`config.mk`:
```
export PLATFORM = sky130hd
export DESIGN_NAME = system_clock_power_watchdog
export DESIGN_NICKNAME = d
export VERILOG_FILES = /design/src/sysres_pkg.sv /design/src/system_clock_power_watchdog.sv
export VERILOG_INCLUDE_DIRS = /design/src /design/src/src
export SDC_FILE = /design/constraint.sdc
export NUM_CORES = 1
export LEC_CHECK = 0
export ABC_AREA = 1
export BUFFER_PORTS_ARGS = -buffer_cell sky130_fd_sc_hd__clkbuf_2
export CAP_MARGIN = 20
export CORE_MARGIN = 4
export CORE_UTILIZATION = 53
export CTS_BUF_LIST = sky130_fd_sc_hd__clkbuf_8
export DETAILED_ROUTE_END_ITERATION = 7
export PLACE_DENSITY = 0.87
export REMOVE_ABC_BUFFERS = 1
export SLEW_MARGIN = 10
export SYNTH_ARGS = -nofsm -noshare
export SYNTH_HDL_FRONTEND = slang
export SYNTH_SLANG_ARGS = --single-unit
```
`constraint.sdc`:
```
create_clock -name clk_i -period 2.6 [get_ports clk_i]
set_input_delay 0.26 -clock clk_i [delete_from_list [all_inputs] [get_ports clk_i]]
set_output_delay 0.26 -clock clk_i [all_outputs]
set_load 0.005 [all_outputs]
```
`src/sysres_defines.svh`:
```
// timing counts, field positions and reset values of the system resources block
`ifndef SYSRES_DEFINES_SVH
`define SYSRES_DEFINES_SVH
`define CLK_MHZ 40
`define WAKE_TIME_NS 35000
`define WAKE_CYC ((`WAKE_TIME_NS * `CLK_MHZ + 999) / 1000)
`define OSC_BASE_MHZ 6'h18
`define OSC_STEP_MHZ 6'h04
`define OSC_MAX_STEP 3'h6
`define N_DIV 11
`define DIV_W 16
`define DIV_WIDE_W 24
`define FRAC_W 5
`define N_SYNC 7
`define SY_MAIN 0
`define SY_SLOW 1
`define SY_WATCH 2
`define SY_EXT 3
`define SY_WAKE 4
`define SY_SUPPLY 5
`define SY_BROWN 6
`define WDT_W 16
`define CAL_W 24
`endif

```
`src/sysres_pkg.sv`:
```
// types shared by the system resources block
package sysres_pkg;
  typedef enum logic [1:0] {
    PM_ACTIVE = 2'b00,
    PM_SLEEP = 2'b01,
    PM_DEEP = 2'b10,
    PM_WAKE = 2'b11
  } pmode_t;
  typedef enum logic [1:0] {
    SW_RUN = 2'b00,
    SW_DRAIN = 2'b01,
    SW_SWAP = 2'b10
  } swstate_t;
  typedef enum logic [1:0] {
    SRC_MAIN = 2'b00,
    SRC_SLOW = 2'b01,
    SRC_WATCH = 2'b10,
    SRC_EXT = 2'b11
  } clk_src_t;
  typedef struct packed {
    logic cpu_clk_en;
    logic hf_clk_en;
    logic cpu_power_on;
  } power_ctl_t;
  typedef struct packed {
    logic watchdog;
    logic brownout;
  } reset_cause_t;
endpackage

```
`src/system_clock_power_watchdog.sv`:
```
// power modes, clock selection, dividers, calibration and watchdog
`timescale 1ns/1ps
`default_nettype none
`include "sysres_defines.svh"
module system_clock_power_watchdog #(
  parameter int N_DIV = `N_DIV,
  parameter int WDT_W = `WDT_W
) (
  // clock and power-on reset
  input wire logic clk_i,
  input wire logic reset_n_i,
  // raw levels from oscillators, wake and supply monitors
  input wire logic [`N_SYNC-1:0] async_i,
  // power mode requests from the processor
  input wire logic sleep_req_i,
  input wire logic deep_req_i,
  // clock source and main oscillator trim
  input wire sysres_pkg::clk_src_t src_sel_i,
  input wire logic [2:0] osc_step_i,
  // divider settings
  input wire logic [`DIV_WIDE_W-1:0] div_val_i [N_DIV],
  input wire logic [N_DIV-1:0] div_en_i,
  input wire logic [`DIV_W-1:0] frac_int_i,
  input wire logic [`FRAC_W-1:0] frac_fra_i,
  // calibration
  input wire logic cal_start_i,
  input wire logic [7:0] cal_ticks_i,
  // watchdog
  input wire logic wdt_enable_i,
  input wire logic wdt_src_watch_i,
  input wire logic [WDT_W-1:0] wdt_limit_i,
  input wire logic wdt_kick_i,
  input wire logic cause_clear_i,
  // power and mode outputs
  output sysres_pkg::pmode_t mode_o,
  output sysres_pkg::power_ctl_t power_o,
  output logic sys_reset_o,
  output sysres_pkg::reset_cause_t cause_o,
  // clock outputs
  output logic sel_clk_o,
  output sysres_pkg::clk_src_t cur_src_o,
  output logic [5:0] osc_mhz_o,
  output logic [N_DIV-1:0] div_tick_o,
  output logic frac_tick_o,
  // calibration result
  output logic [`CAL_W-1:0] cal_count_o,
  output logic cal_done_o
);
  import sysres_pkg::*;

  if (N_DIV < 1 || N_DIV > 32 || WDT_W < 2 || WDT_W > 32) begin : g_chk
    $error("unsupported divider count or watchdog width");
  end

  ////////////////////////////////////////////////////////////////////////////
  // input synchronisers: three stages, change taken when stages 2 and 3 agree
  logic [`N_SYNC-1:0] s1_reg, s2_reg, s3_reg, clean_reg, clean_d_reg;
  always_ff @(posedge clk_i or negedge reset_n_i) begin
    if (!reset_n_i) begin
      s1_reg <= '0;
      s2_reg <= '0;
      s3_reg <= '0;
      clean_reg <= '0;
      clean_d_reg <= '0;
    end else begin
      s1_reg <= async_i;
      s2_reg <= s1_reg;
      s3_reg <= s2_reg;
      clean_reg <= (s2_reg & s3_reg) | (clean_reg & (s2_reg | s3_reg));
      clean_d_reg <= clean_reg;
    end
  end
  wire [`N_SYNC-1:0] rise = clean_reg & ~clean_d_reg;
  wire wake_ev = clean_reg[`SY_WAKE];
  wire supply_ok = clean_reg[`SY_SUPPLY];
  wire brownout = clean_reg[`SY_BROWN];

  ////////////////////////////////////////////////////////////////////////////
  // power mode machine
  localparam int WAKE_MAX = `WAKE_CYC;
  pmode_t pm_reg, pm_next;
  logic [10:0] wake_cnt_reg;
  wire wake_done = (wake_cnt_reg == 11'(WAKE_MAX - 1));
  always_comb begin
    pm_next = pm_reg;
    case (pm_reg)
      PM_ACTIVE: begin
        if (supply_ok && deep_req_i) pm_next = PM_DEEP;
        else if (supply_ok && sleep_req_i) pm_next = PM_SLEEP;
      end
      PM_SLEEP: begin
        if (wake_ev) pm_next = PM_ACTIVE;
      end
      PM_DEEP: begin
        if (wake_ev) pm_next = PM_WAKE;
      end
      PM_WAKE: begin
        if (wake_done) pm_next = PM_ACTIVE;
      end
      default: pm_next = PM_ACTIVE;
    endcase
  end
  // clock gates follow the next mode so they line up with the mode output
  always_ff @(posedge clk_i or negedge reset_n_i) begin
    if (!reset_n_i) begin
      pm_reg <= PM_ACTIVE;
      wake_cnt_reg <= '0;
      power_o <= '{cpu_clk_en: 1'b1, hf_clk_en: 1'b1, cpu_power_on: 1'b1};
    end else begin
      pm_reg <= pm_next;
      wake_cnt_reg <= (pm_reg == PM_WAKE) ? wake_cnt_reg + 11'h001 : 11'h000;
      power_o.cpu_clk_en <= (pm_next == PM_ACTIVE);
      power_o.hf_clk_en <= (pm_next == PM_ACTIVE) || (pm_next == PM_SLEEP);
      power_o.cpu_power_on <= (pm_next != PM_DEEP);
    end
  end
  assign mode_o = pm_reg;

  ////////////////////////////////////////////////////////////////////////////
  // glitch-free source switch: old clock drained low, new one joined low
  swstate_t sw_reg, sw_next;
  clk_src_t cur_reg, cur_next;
  wire [3:0] lvl = clean_reg[3:0];
  always_comb begin
    sw_next = sw_reg;
    cur_next = cur_reg;
    case (sw_reg)
      SW_RUN: begin
        if (src_sel_i != cur_reg) sw_next = SW_DRAIN;
      end
      SW_DRAIN: begin
        if (!lvl[cur_reg]) begin
          sw_next = SW_SWAP;
          cur_next = src_sel_i;
        end
      end
      SW_SWAP: begin
        if (!lvl[cur_reg]) sw_next = SW_RUN;
      end
      default: sw_next = SW_RUN;
    endcase
  end
  // output only ever stretches a low phase, never cuts a high one short
  always_ff @(posedge clk_i or negedge reset_n_i) begin
    if (!reset_n_i) begin
      sw_reg <= SW_RUN;
      cur_reg <= SRC_MAIN;
      sel_clk_o <= 1'b0;
    end else begin
      sw_reg <= sw_next;
      cur_reg <= cur_next;
      sel_clk_o <= (sw_next == SW_SWAP) ? 1'b0 : lvl[cur_next];
    end
  end
  assign cur_src_o = cur_reg;

  ////////////////////////////////////////////////////////////////////////////
  // main oscillator trim, clamped to the top step
  wire [2:0] step = (osc_step_i > `OSC_MAX_STEP) ? `OSC_MAX_STEP : osc_step_i;
  always_ff @(posedge clk_i or negedge reset_n_i) begin
    if (!reset_n_i) osc_mhz_o <= `OSC_BASE_MHZ;
    else osc_mhz_o <= `OSC_BASE_MHZ + 6'(step * `OSC_STEP_MHZ);
  end

  ////////////////////////////////////////////////////////////////////////////
  // integer dividers on the fast clock; divider 0 is the wide one
  wire hf_on = power_o.hf_clk_en;
  for (genvar i = 0; i < N_DIV; i++) begin : g_div
    localparam int W = (i == 0) ? `DIV_WIDE_W : `DIV_W;
    logic [W-1:0] cnt_reg;
    wire [W-1:0] lim = div_val_i[i][W-1:0];
    wire hit = div_en_i[i] && hf_on && (cnt_reg >= lim);
    always_ff @(posedge clk_i or negedge reset_n_i) begin
      if (!reset_n_i) begin
        cnt_reg <= '0;
        div_tick_o[i] <= 1'b0;
      end else begin
        cnt_reg <= (!div_en_i[i] || hit) ? '0 : (hf_on ? cnt_reg + 1'b1 : cnt_reg);
        div_tick_o[i] <= hit;
      end
    end
  end

  ////////////////////////////////////////////////////////////////////////////
  // fractional divider: carry of the fraction lengthens one period by a cycle
  logic [`DIV_W-1:0] fcnt_reg;
  logic [`FRAC_W-1:0] facc_reg;
  logic fextra_reg;
  wire [`FRAC_W:0] fsum = {1'b0, facc_reg} + {1'b0, frac_fra_i};
  wire [`DIV_W:0] flim = {1'b0, frac_int_i} + {{`DIV_W{1'b0}}, fextra_reg};
  wire fhit = hf_on && ({1'b0, fcnt_reg} >= flim);
  always_ff @(posedge clk_i or negedge reset_n_i) begin
    if (!reset_n_i) begin
      fcnt_reg <= '0;
      facc_reg <= '0;
      fextra_reg <= 1'b0;
      frac_tick_o <= 1'b0;
    end else begin
      fcnt_reg <= fhit ? '0 : (hf_on ? fcnt_reg + 1'b1 : fcnt_reg);
      if (fhit) begin
        facc_reg <= fsum[`FRAC_W-1:0];
        fextra_reg <= fsum[`FRAC_W];
      end
      frac_tick_o <= fhit;
    end
  end

  ////////////////////////////////////////////////////////////////////////////
  // calibration: main clock cycles across a number of slow oscillator ticks
  logic cal_run_reg;
  logic [7:0] cal_left_reg;
  wire slow_tick = rise[`SY_SLOW];
  always_ff @(posedge clk_i or negedge reset_n_i) begin
    if (!reset_n_i) begin
      cal_run_reg <= 1'b0;
      cal_left_reg <= '0;
      cal_count_o <= '0;
      cal_done_o <= 1'b0;
    end else if (cal_start_i) begin
      cal_run_reg <= 1'b0;
      cal_left_reg <= cal_ticks_i;
      cal_count_o <= '0;
      cal_done_o <= 1'b0;
    end else if (!cal_run_reg && !cal_done_o && slow_tick) begin
      cal_run_reg <= (cal_left_reg != 8'h00); // window opens on a tick edge
      cal_done_o <= (cal_left_reg == 8'h00);
    end else if (cal_run_reg) begin
      cal_count_o <= cal_count_o + 1'b1;
      if (slow_tick) begin
        cal_left_reg <= cal_left_reg - 8'h01;
        cal_run_reg <= (cal_left_reg != 8'h01);
        cal_done_o <= (cal_left_reg == 8'h01);
      end
    end
  end

  ////////////////////////////////////////////////////////////////////////////
  // watchdog on the slow or watch oscillator; clk_i stays up in deep sleep
  logic [WDT_W-1:0] wdt_reg;
  wire wdt_tick = wdt_src_watch_i ? rise[`SY_WATCH] : rise[`SY_SLOW];
  wire wdt_fire = wdt_enable_i && !wdt_kick_i && wdt_tick && (wdt_reg >= wdt_limit_i);
  always_ff @(posedge clk_i or negedge reset_n_i) begin
    if (!reset_n_i) wdt_reg <= '0;
    else if (wdt_kick_i || !wdt_enable_i || wdt_fire) wdt_reg <= '0;
    else if (wdt_tick) wdt_reg <= wdt_reg + 1'b1;
  end

  // device reset request and sticky cause; power-on or cause_clear_i clears the cause
  always_ff @(posedge clk_i or negedge reset_n_i) begin
    if (!reset_n_i) begin
      sys_reset_o <= 1'b0;
      cause_o <= '0;
    end else begin
      sys_reset_o <= wdt_fire || brownout;
      cause_o.watchdog <= wdt_fire || (cause_o.watchdog && !cause_clear_i);
      cause_o.brownout <= brownout || (cause_o.brownout && !cause_clear_i);
    end
  end
endmodule
`default_nettype wire

```
; ---- Yosys cells after proc, flatten, opt, wreduce, memory -nomap -nowiden
; Cells that the tools add are included.
[word_totals]
out_inout_bits = 54
input_bits = 341
register_bits = 329
elab_cells = 253
[classes]
n_bitwise = 6
addsub = 19
mux = 61
eq_ne = 13
order_cmp = 16
reduce_logical = 90
[op_table]
columns = cell, n
row1 = $mux W16, 24
row2 = $add A16 B1 Y16 const B, 12
row3 = $ge A16 B16 Y1, 11
row4 = $mux W24, 5
row5 = $add A24 B1 Y24 const B, 2
row6 = $logic_and A1 B1 Y1, 32
row7 = $mux W8, 4
row8 = $reduce_bool A2 Y1, 15
row9 = $ge A24 B24 Y1, 1
row10 = $mux W2, 10
row11 = $add A16 B1 Y17, 1
row12 = $ge A16 B17 Y1, 1
row13 = $logic_or A1 B1 Y1, 17
row14 = $logic_not A1 Y1, 16
row15 = $and A7 B7 Y7, 2
row16 = $or A7 B7 Y7, 2
row17 = $mux W1, 12
row18 = $add A11 B1 Y11 const B, 1
row19 = $eq A11 B11 Y1 const B, 1
row20 = $mux W11, 1
row21 = $eq A2 B2 Y1 const B, 4
row22 = $eq A8 B1 Y1 const B, 1
row23 = $logic_not A8 Y1, 1
row24 = $ne A8 B1 Y1 const B, 1
row25 = 19 further kinds, 28

; ---- Depth between registers and ports, before layout
; Gate-level depths: netlist (run 1).
[depth]
ltp_word = 7
mapped_depth = 18
depth_no_buf = 17

; ---- Least setup slack after synthesis (run 1)
; OpenSTA, ideal clock, no wires.
[synth_timing]
path_type = register -> register
start = register fextra_reg
end = register fcnt_reg[12]
setup_slack_ns = -0.099
period_less_slack_ns = 2.699
arrival_time_ns = 2.578
stages_incl_launch_ff = 18
required_ns = 2.479
cell_sequence = dfrtp_1 > ha_1 > nand2_1 > nor2_1 > nand3_1 > nor4_1 > nand3_1 > xor2_1 > ha_1 > inv_1 > or2_2 > nand4_1 > nand2_4 > nand2_4 > nand2_4 > inv_4 > buf_6 > nor2_1
[synth_between]
elab_chain_cells = 4
elab_cells_between_ends = 5
cone_classes = add/sub (1) / order compare (1) / mux (1) / reduce/logical (2)
[synth_rtl]
columns = item, line
row1 = "start, declared", system_clock_power_watchdog.sv:188  ; logic fextra_reg;
row2 = "start signal, assigned", system_clock_power_watchdog.sv:202  ; fextra_reg <= fsum[`FRAC_W];
row3 = $add A16 B1 Y17 (*), system_clock_power_watchdog.sv:190  ; wire [`DIV_W:0] flim = {1'b0, frac_int_i} + {{`DIV_W{1'b0}}, fextra_reg};
row4 = $ge A16 B17 Y1 (*), system_clock_power_watchdog.sv:191  ; wire fhit = hf_on && ({1'b0, fcnt_reg} >= flim);
row5 = $logic_and A1 B1 Y1 (*), system_clock_power_watchdog.sv:191
row6 = named net fhit, system_clock_power_watchdog.sv:191
row7 = $mux W16 / $reduce_bool A2 Y1 (equally long branches), --
row8 = "end signal, assigned", system_clock_power_watchdog.sv:199  ; fcnt_reg <= fhit ? '0 : (hf_on ? fcnt_reg + 1'b1 : fcnt_reg);
row9 = "end, declared", system_clock_power_watchdog.sv:186  ; logic [`DIV_W-1:0] fcnt_reg;
; The timed path passes the listed nets; every way through them passes the cells marked *.
; A chain may end at the register's enable or synchronous reset.

; ---- Final worst setup path (run 1)
[layout_timing]
start = register fextra_reg
end = register facc_reg[1]
[layout_between]
elab_chain_cells = 3
[layout_rtl]
columns = item, line
row1 = $add A16 B1 Y17, system_clock_power_watchdog.sv:190
row2 = $ge A16 B17 Y1, system_clock_power_watchdog.sv:191
row3 = $logic_and A1 B1 Y1, system_clock_power_watchdog.sv:191
row4 = "end signal, assigned", system_clock_power_watchdog.sv:201  ; facc_reg <= fsum[`FRAC_W-1:0];
row5 = "end, declared", system_clock_power_watchdog.sv:187  ; logic [`FRAC_W-1:0] facc_reg;
; Every way passes these cells.

==> flow_summary.yaml, run 1 <==
status:
  status: "finished, violations left"
  violations: "setup timing"
die:
  coreArea_sq_um: 41200
  boundaryPins: 395
  die-area_sq_um: 45400
  die_w_microns: 213
  num_rows: 74
  die_h_microns: 213
  initial_core_util_pct: 54.1
synth:
  seq_area_frac_synth_pct: 36.6
  synth_edf_count: 0
  synthTopCellsByArea: "dfrtp_1, ha_1, nand2_1, inv_1, nor2_1"
  yosys_most_used_dff: "dfrtp_1"
  synth_top_area_share_pct: 36.0
  synth.distinct_cells: 57
  synth_top_area_cell: "dfrtp_1"
  ys_top_cells_by_count: "nand2_1, inv_1, nor2_1"
  synth.avg_cell_area_sq_um: 7.72
  yosysWarnings: 0
  synth_most_common_cell: "nand2_1"
  ys_seq_elements: 326
  syn_area_sq_um: 22300
  synthCells: 2887
  async_flop_share_pct: 100
worst_setup_path:
  critical_path_peak_fanout: 6
  crit_family: "adder cells"
  crit_type: "reg2reg"
  r2r_end: "facc_reg[1]$_DFFE_PN0P_"
  r2r_cells: 16
  startpoint_type: "flop"
  worstSetupEndpointType: "flop"
  required_ps: 3110
  path_buf_inv: 3
  reg2reg_slack_ps: -190
  cp_cell_sequence: "ha_4, buf_4, ha_1, inv_1, nor2_4, xnor2_1, ha_1, a21oi_1, o21ai_1, nand2_1, nand3_1, nand2_2, nand2_4, buf_6, nand3b_1, nand2_1"
  worstReg2RegStart: "fextra_reg$_DFFE_PN0P_"
  cpMaxStageDelayCell: "dfrtp_1"
  crit_arrival_ps: 3310
  max_stage_delay_ps: 410
detailed_routing:
  via_per_inst: 5.19
  num_vias: 20200
  drtPass1Iterations: 5
  drt-initial-drc-count: 1205
  wl_per_cell_microns: 14.0
  drt-total-wl_microns: 54400
  ant_nets: 0
  drc: 0
placed_design:
  place_hpwl_microns: 40300
  place_area_sq_um: 24600
  place_congestion: 0.901
  post-place-ws_ps: -201
  numPortBuffers: 312
pwr:
  powerDensity_nw_per_um2: 437
  total_power_mw: 11.5
  p_leak_nw: 14.4
  vdd_drop_max_uv: 321
clock_tree:
  htreeDepth: 2
  clockRootBuffer: "clkbuf_8"
  cts_made_buffers: 56
  clkSinkCount: 326
  clock_latency_ps: 650
  cts_tree: "yes"
  cts_buffer_depth: 3
  cts.clk_slew.worst_paths_ps: 60
grt:
  grt_pass1_vias: 19600
  grt_remaining_overflow: 0
  grt_max_degree: 68
  track_usage_pct: 23.5
  grt_pass1_wl_microns: 89400
  antenna_found_initial: 3
timing:
  finalSetupTns_ps: -3290
  post-route-min-period_ps: 2790
  setup_ws_ps: -194
  hold_violations: 0
  relSlewSlack_pct: 61.1
  setup_violations: 23
  rsz0062_at_grt: "true"
  period_share_pct: 107
  clock.fmax_ghz: 0.358
  skew_ps: 52.2
  drv_slew: 0
  worst_pin_slew_ps: 584
worst_hold_path:
  worstHoldStart: "div_en_i[6]"
  hp-class: "in2reg"
  hold_path_end: "g_div[6].cnt_reg[1]$_DFFE_PN0P_"
  hold_path_depth: 5
finish:
  diodes: 0
  drive_above_1_share_pct: 16.2
  layout.nets: 3890
  syn_to_final_growth_pct: 18.5
  largest_reg_flops: 184
  final_core_util_pct: 64.1
  fill_cells: 3293
  design_area_sq_um: 26400
job:
  cap_violations: 0
## metrics by stage
stage	instances	hold slack, ps
2_1_floorplan	2860	-35.6
3_5_place_dp	3732	272
5_1_grt	3885	78.0
6_report	3885	78.9
3_3_place_gp	3732	265
4_1_cts	3883	7.59
## what timing repair did
item / CTS / global route
gates resized for setup: 15 / 19
endpoints found under the setup margin: 23 / 23
hold endpoints to repair: 179 / 0
hold buffers: 42 / 0
buffers inserted: 2 / 2
pin swaps: 14 / 19
gates cloned: 1 / 0
## area by class of cell
| class | instances | area (sq um) | share of cell area [%] |
|---|---|---|---|
| multi-input combinational | 2023 | 12100 | 46.0 |
| sequential | 326 | 8160 | 30.9 |
| timing repair inverter | 1 | 11.3 | 0.0426 |
| timing repair buffer | 386 | 2310 | 8.76 |
| clock buffer | 68 | 936 | 3.54 |
| tap | 532 | 666 | 2.52 |
| clock inverter | 38 | 248 | 0.938 |
| inverter | 511 | 1930 | 7.30 |
## kinds of logic (layout without fill, tap and decap cells)
logic type	count (synthesis)	in the layout	share of synthesized area (%)
simple gates	1342	1342	27.3
xor+xnor	145	145	5.70
buf+inv	539	1004	9.38
flops	326	326	36.6
compound gates	283	283	6.95
other cells	1	2	0.0168
fa+ha+maj	251	251	14.0
## worst max path at each step
stage	cells past startpoint	startpoint	end	slack, ps
3_3_place_gp	17	frac_int_i[0]	fcnt_reg[14]$_DFFE_PN0P_	-90
3_5_place_dp	17	frac_int_i[0]	fcnt_reg[14]$_DFFE_PN0P_	-200
2_1_floorplan	16	fextra_reg$_DFFE_PN0P_	fcnt_reg[14]$_DFFE_PN0P_	-60
6_report	16	fextra_reg$_DFFE_PN0P_	facc_reg[1]$_DFFE_PN0P_	-190
4_1_cts	17	fextra_reg$_DFFE_PN0P_	fcnt_reg[14]$_DFFE_PN0P_	-90
5_1_grt	17	fextra_reg$_DFFE_PN0P_	facc_reg[0]$_DFFE_PN0P_	-380
## cells in the final DEF, fill, tap and decap left out, drive strengths merged, types with 2 or more instances in the layout
master       count
inv            534
nand3          147
or2             10
nor4             3
o22ai            5
bufinv           2
dfrtp          321
xor2           108
nand2          577
dlygate4sd3     42
o21a             7
a31oi           10
a21o            10
nand4           91
a211oi           2
and3             3
o21bai          14
maj3             7
nor2           428
clkbuf         379
clkinv          14
nand3b           6
xnor2           37
a21oi          127
buf             33
dfstp            5
ha             243
conb             2
nor3            76
o21ai          101
## worst register-to-register path: stages (launching register included)
cell      delay (ps)
dfrtp_1          410
ha_4             180
buf_4            140
ha_1             210
inv_1            120
nor2_4            70
xnor2_1          230
ha_1             300
a21oi_1          200
o21ai_1          140
nand2_1          120
nand3_1           90
nand2_2          110
nand2_4           90
buf_6            140
nand3b_1          80
nand2_1           50
## routing by layer
layer	vias up	global-route usage [%]	routed length, microns
li1	10100	-	-
met1	9318	29.9	23100
met2	622	40.3	26300
met3	143	4.33	3360
met4	6	8.00	1570
met5	-	0	41
## report_power, final
group	switching [mW]	total, mW	internal, mW
sequential	0.117	5.35	5.23
clock	2.19	4.79	2.60
combinational	0.849	1.41	0.565
(Power assumes the default switching activity.)
==> run 2, diff against run 1 <==
==> constraint.sdc (replaced) <==
create_clock -name clk_i -period 2.6 [get_ports clk_i]
set_input_delay 0.78 -clock clk_i [delete_from_list [all_inputs] [get_ports clk_i]]
set_output_delay 0.78 -clock clk_i [all_outputs]
set_load 0.005 [all_outputs]
==> run 2 against run 1 <==
The flow still finishes with violations (setup timing); global-route usage fell by 0.57 points; via count fell by 1.3%; largest power group unchanged; critical path depth unchanged; combinational power down 3%; clock skew fell by 2.7 ps; worst setup slack got worse by 24 ps; non-clock buffer count shrank 13; cell count down 0.31%; clock-buffer cell count rose by 2.
==> flow_summary.yaml, run 2 (same netlist as run 1, synthesis figures left out) <==
die:
  initial_core_util_pct: 54.1
  die_w_microns: 213
  coreArea_sq_um: 41200
  boundaryPins: 395
  num_rows: 74
  die_h_microns: 213
  die-area_sq_um: 45400
worst_setup_path:
  crit_arrival_ps: 3330
  cpMaxStageDelayCell: "dfrtp_1"
  cp_cell_sequence: "ha_4, buf_6, ha_4, nand4_1, nor3_2, nand3_1, xor2_1, ha_1, a21oi_2, or2_4, nand4_1, nand2_4, nand2_4, buf_6, nand3b_1, nand2_1"
  critical_path_peak_fanout: 6
  required_ps: 3110
  max_stage_delay_ps: 400
  worstSetupEndpointType: "flop"
  reg2reg_slack_ps: -220
  startpoint_type: "flop"
  crit_type: "reg2reg"
timing:
  drv_slew: 0
  relSlewSlack_pct: 63.3
  clock.fmax_ghz: 0.355
  rsz0062_at_grt: "true"
  worst_pin_slew_ps: 546
  setup_ws_ps: -218
  setup_violations: 23
  finalSetupTns_ps: -4130
  skew_ps: 49.5
  post-route-min-period_ps: 2820
  period_share_pct: 108
  hold_violations: 0
placed_design:
  place_hpwl_microns: 40500
  place_inst: 3759
  place_area_sq_um: 24900
  numPortBuffers: 312
  place_congestion: 0.907
finish:
  layout.nets: 3877
  stdcell_count: 3873
  design_area_sq_um: 26300
  final_cell_mix: "nand2_1, inv_1, nor2_1, dfrtp_1, clkbuf_2"
  largest_reg_flops: 184
  syn_to_final_growth_pct: 18.0
  final_common_cell: "nand2_1"
  drive_above_1_share_pct: 17.4
status:
  status: "finished, violations left"
  violations: "setup timing"
detailed_routing:
  num_vias: 19900
  drc: 0
  ant_nets: 0
  drtPass1Iterations: 7
  drt-total-wl_microns: 52800
  drt-initial-drc-count: 1117
  via_per_inst: 5.14
  wl_per_cell_microns: 13.6
clock_tree:
  cts.clk_slew.worst_paths_ps: 70
  hold_buffers: 0
  cts_tree: "yes"
  htreeDepth: 2
  clock_latency_ps: 640
  clkSinkCount: 326
  clockRootBuffer: "clkbuf_8"
  cts_made_buffers: 56
  cts_buffer_depth: 3
pwr:
  vdd_drop_max_uv: 379
  powerDensity_nw_per_um2: 444
  total_power_mw: 11.7
  p_leak_nw: 14.4
grt:
  track_usage_pct: 22.9
  grt_pass1_wl_microns: 87200
  grt_max_degree: 69
  antenna_found_initial: 8
  grt_pass1_vias: 19400
  grt_remaining_overflow: 0
job:
  cap_violations: 0
worst_hold_path:
  hp-class: "in2async"
==> run 2: report_power, final <==
part	internal (mW)	switching (mW)	leakage, nW	total, mW
Combinational	0.551	0.820	9.39	1.37
Clock	2.76	2.21	0.695	4.97
Sequential	5.23	0.116	4.33	5.35
Total	8.54	3.15	14.4	11.7
==> run 2: critical path: cells and delay by family, from the launching register on <==
family,cells,cell delay [ps]
compound gates,1,160
flops,1,400
buf+inv,2,240
simple gates,9,1100
xor+xnor,1,170
fa+ha+maj,3,630
==> run 2: final timing paths <==
kind,end,start,depth (start not counted)
worst max register to register,facc_reg[1]$_DFFE_PN0P_,fextra_reg$_DFFE_PN0P_,16
worst min register to register,s2_reg[6]$_DFF_PN0_,s1_reg[6]$_DFF_PN0_,0
min in group clk_i,s1_reg[5]$_DFF_PN0_,async_i[5],1
worst min-delay path,g_div[10].cnt_reg[10]$_DFFE_PN0P_,reset_n_i,1
worst max-delay path,facc_reg[1]$_DFFE_PN0P_,fextra_reg$_DFFE_PN0P_,16
max in group asynchronous,cal_count_o[16]$_DFFE_PN0P_,reset_n_i,2
==> run 2: timing repair <==
action	4_1_cts	5_1_grt
gates cloned	1	0
resized for setup	35	6
endpoints found under the hold margin	0	0
setup buffers	3	3
pin swaps	8	6
setup endpoints to repair	24	23
==> run 2: area by class of cell <==
| cell class | instances | area (sq um) |
|---|---|---|
| Fill cell | 3305 | 14900 |
| Multi-Input combinational cell | 2023 | 12200 |
| Sequential cell | 326 | 8170 |
| Timing Repair Buffer | 373 | 2150 |
| Inverter | 511 | 1930 |
| Clock buffer | 70 | 963 |
| Tap cell | 532 | 666 |
| Clock inverter | 33 | 258 |
| Timing Repair inverter | 1 | 11.3 |
| Antenna cell | 4 | 10.0 |
==> run 2: through the flow <==
step	hold WS (ps)	worst slack, ps	util [%]
2_1_floorplan	331	-504	-
3_3_place_gp	334	-601	60.4
3_5_place_dp	336	-730	60.4
4_1_cts	25.0	-84.1	63.7
5_1_grt	39.6	-385	63.8
6_report	57.6	-218	63.9
==> run 2: per-layer routing <==
layer,global-route usage (%),part of all wire [%]
met3,4.42,6.0
met1,29.0,43
met5,0,0.11
met2,39.0,48
met4,8.73,3.1
==> run 3, diff against run 2 <==
Settings changed: CORE_ASPECT_RATIO set to 1.25, CORE_MARGIN 4 to unset.
==> run 3 against run 2 <==
The flow still finishes with violations (setup timing); worst setup slack improved by 77 ps; first-iteration DRC count decreased by 25%; clock skew decreased by 28 ps; global-route usage increased by 1.8 points; clock-buffer cell count unchanged; core utilization increased by 0.20 points; final area increased by 0.37%.
==> flow_summary.yaml, run 3 (same netlist as run 1, synthesis figures left out) <==
detailed_routing:
  drtPass1Iterations: 5
  num_vias: 20000
  drt-total-wl_microns: 51600
  drt-initial-drc-count: 841
  wl_per_cell_microns: 13.3
  drc: 0
  ant_nets: 0
  via_per_inst: 5.13
finish:
  syn_to_final_growth_pct: 18.5
  final_common_cell: "nand2_1"
  final_cell_mix: "nand2_1, inv_1, nor2_1, dfrtp_1, clkbuf_2"
  drive_above_1_share_pct: 17.8
  fill_cells: 3365
  layout.nets: 3875
  largest_reg_flops: 184
worst_setup_path:
  cp.depth: 16
  critical_path_peak_fanout: 8
  startpoint: "fextra_reg$_DFFE_PN0P_"
  worstSetupEndpointType: "flop"
  endpoint: "fcnt_reg[14]$_DFFE_PN0P_"
  crit_arrival_ps: 3310
  max_stage_delay_ps: 390
  cpMaxStageDelayCell: "dfrtp_1"
  reg2reg_slack_ps: -140
  r2r_cells: 16
  crit_family: "simple AND/OR/NAND/NOR gates"
  required_ps: 3170
  cp_cell_sequence: "ha_2, buf_6, ha_4, nand4_1, nor3_2, nand3_1, xor2_1, ha_1, a21oi_2, or2_4, nand4_1, nand2_4, nand2_4, nand2_8, clkinv_8, nor2_2"
  startpoint_type: "flop"
  path_buf_inv: 2
  worstReg2RegStart: "fextra_reg$_DFFE_PN0P_"
  crit_type: "reg2reg"
  r2r_end: "fcnt_reg[14]$_DFFE_PN0P_"
die:
  coreArea_sq_um: 41200
  die_h_microns: 231
  die_w_microns: 185
  boundaryPins: 395
  die-area_sq_um: 42900
  num_rows: 83
  initial_core_util_pct: 54.1
placed_design:
  place_congestion: 0.900
  place_hpwl_microns: 39500
  numPortBuffers: 312
grt:
  grt_pass1_vias: 19900
  grt_remaining_overflow: 0
  track_usage_pct: 24.7
  antenna_found_initial: 5
  grt_max_degree: 59
  grt_pass1_wl_microns: 87300
pwr:
  p_leak_nw: 14.4
  vdd_drop_max_uv: 361
  total_power_mw: 11.9
  powerDensity_nw_per_um2: 451
clock_tree:
  clkSinkCount: 326
  hold_buffers: 0
  cts_buffer_depth: 3
  clock_latency_ps: 640
  cts_made_buffers: 56
  clockRootBuffer: "clkbuf_8"
  htreeDepth: 2
  cts_tree: "yes"
  cts.clk_slew.worst_paths_ps: 60
timing:
  skew_ps: 22.0
  worst_pin_slew_ps: 506
  setup_violations: 23
  setup_ws_ps: -140
  post-route-min-period_ps: 2740
  rsz0062_at_grt: "true"
  clock.fmax_ghz: 0.365
  period_share_pct: 105
  drv_slew: 0
  whs_ps: 44.0
  relSlewSlack_pct: 66.0
  hold_violations: 0
status:
  status: "finished, violations left"
  violations: "setup timing"
worst_hold_path:
  hp-class: "in2async"
job:
  cap_violations: 0
[run 3: where the power goes]
part           switching (mW)  internal (mW)
Sequential              0.118           5.23
Clock                    2.25           2.96
Combinational           0.811          0.555
Total                    3.18           8.74
[run 3: cell type report]
class                           count  area (sq um)  area share, %
Clock inverter                     33           307           1.16
Sequential cell                   326          8170           30.9
Tap cell                          552           691           2.62
Antenna cell                        6          15.0         0.0569
Clock buffer                       70           963           3.65
Timing Repair inverter              1          8.76         0.0332
Multi-Input combinational cell   2023         12200           46.2
Inverter                          511          1930           7.32
Timing Repair Buffer              371          2130           8.05
[run 3: how the worst min path moves through the flow]
stage                             start                          endpoint  slack, ps
global placement    s1_reg[5]$_DFF_PN0_               s2_reg[5]$_DFF_PN0_        330
finish                        reset_n_i  g_div[3].cnt_reg[15]$_DFFE_PN0P_         40
floorplan           s1_reg[0]$_DFF_PN0_               s2_reg[0]$_DFF_PN0_        330
CTS                           reset_n_i  g_div[3].cnt_reg[15]$_DFFE_PN0P_          9
global route                  reset_n_i  g_div[3].cnt_reg[14]$_DFFE_PN0P_         40
detailed placement  s1_reg[4]$_DFF_PN0_               s2_reg[4]$_DFF_PN0_        340
[run 3: per-layer routing]
metal	vias to the layer above	part of all wire [%]	global-route usage (%)
met5	-	0.025	0
met4	2	4.3	11.7
met3	162	5.7	4.70
met2	550	51	44.6
met1	9184	39	27.6
li1	10100	-	-
[run 3: what timing repair did]
| item | CTS | global route |
|---|---|---|
| resized for setup | 26 | 19 |
| setup buffers | 5 | 1 |
| pin swaps | 23 | 10 |
| setup endpoints to repair | 24 | 23 |
| gates cloned | 1 | 0 |
[run 3: metrics by stage]
step	cell area, sq um	worst slack [ps]	util (%)	setup TNS [ps]	cells
final	26400	-140	64.0	-2590	3893
after global routing	26400	-292	64.0	-6000	3891
after CTS	26300	-104	63.8	-1850	3887
after detailed placement	24900	-729	60.4	-15730	3778
after global placement	24900	-637	60.4	-13640	3778
after floorplan	22100	-504	-	-10380	2860
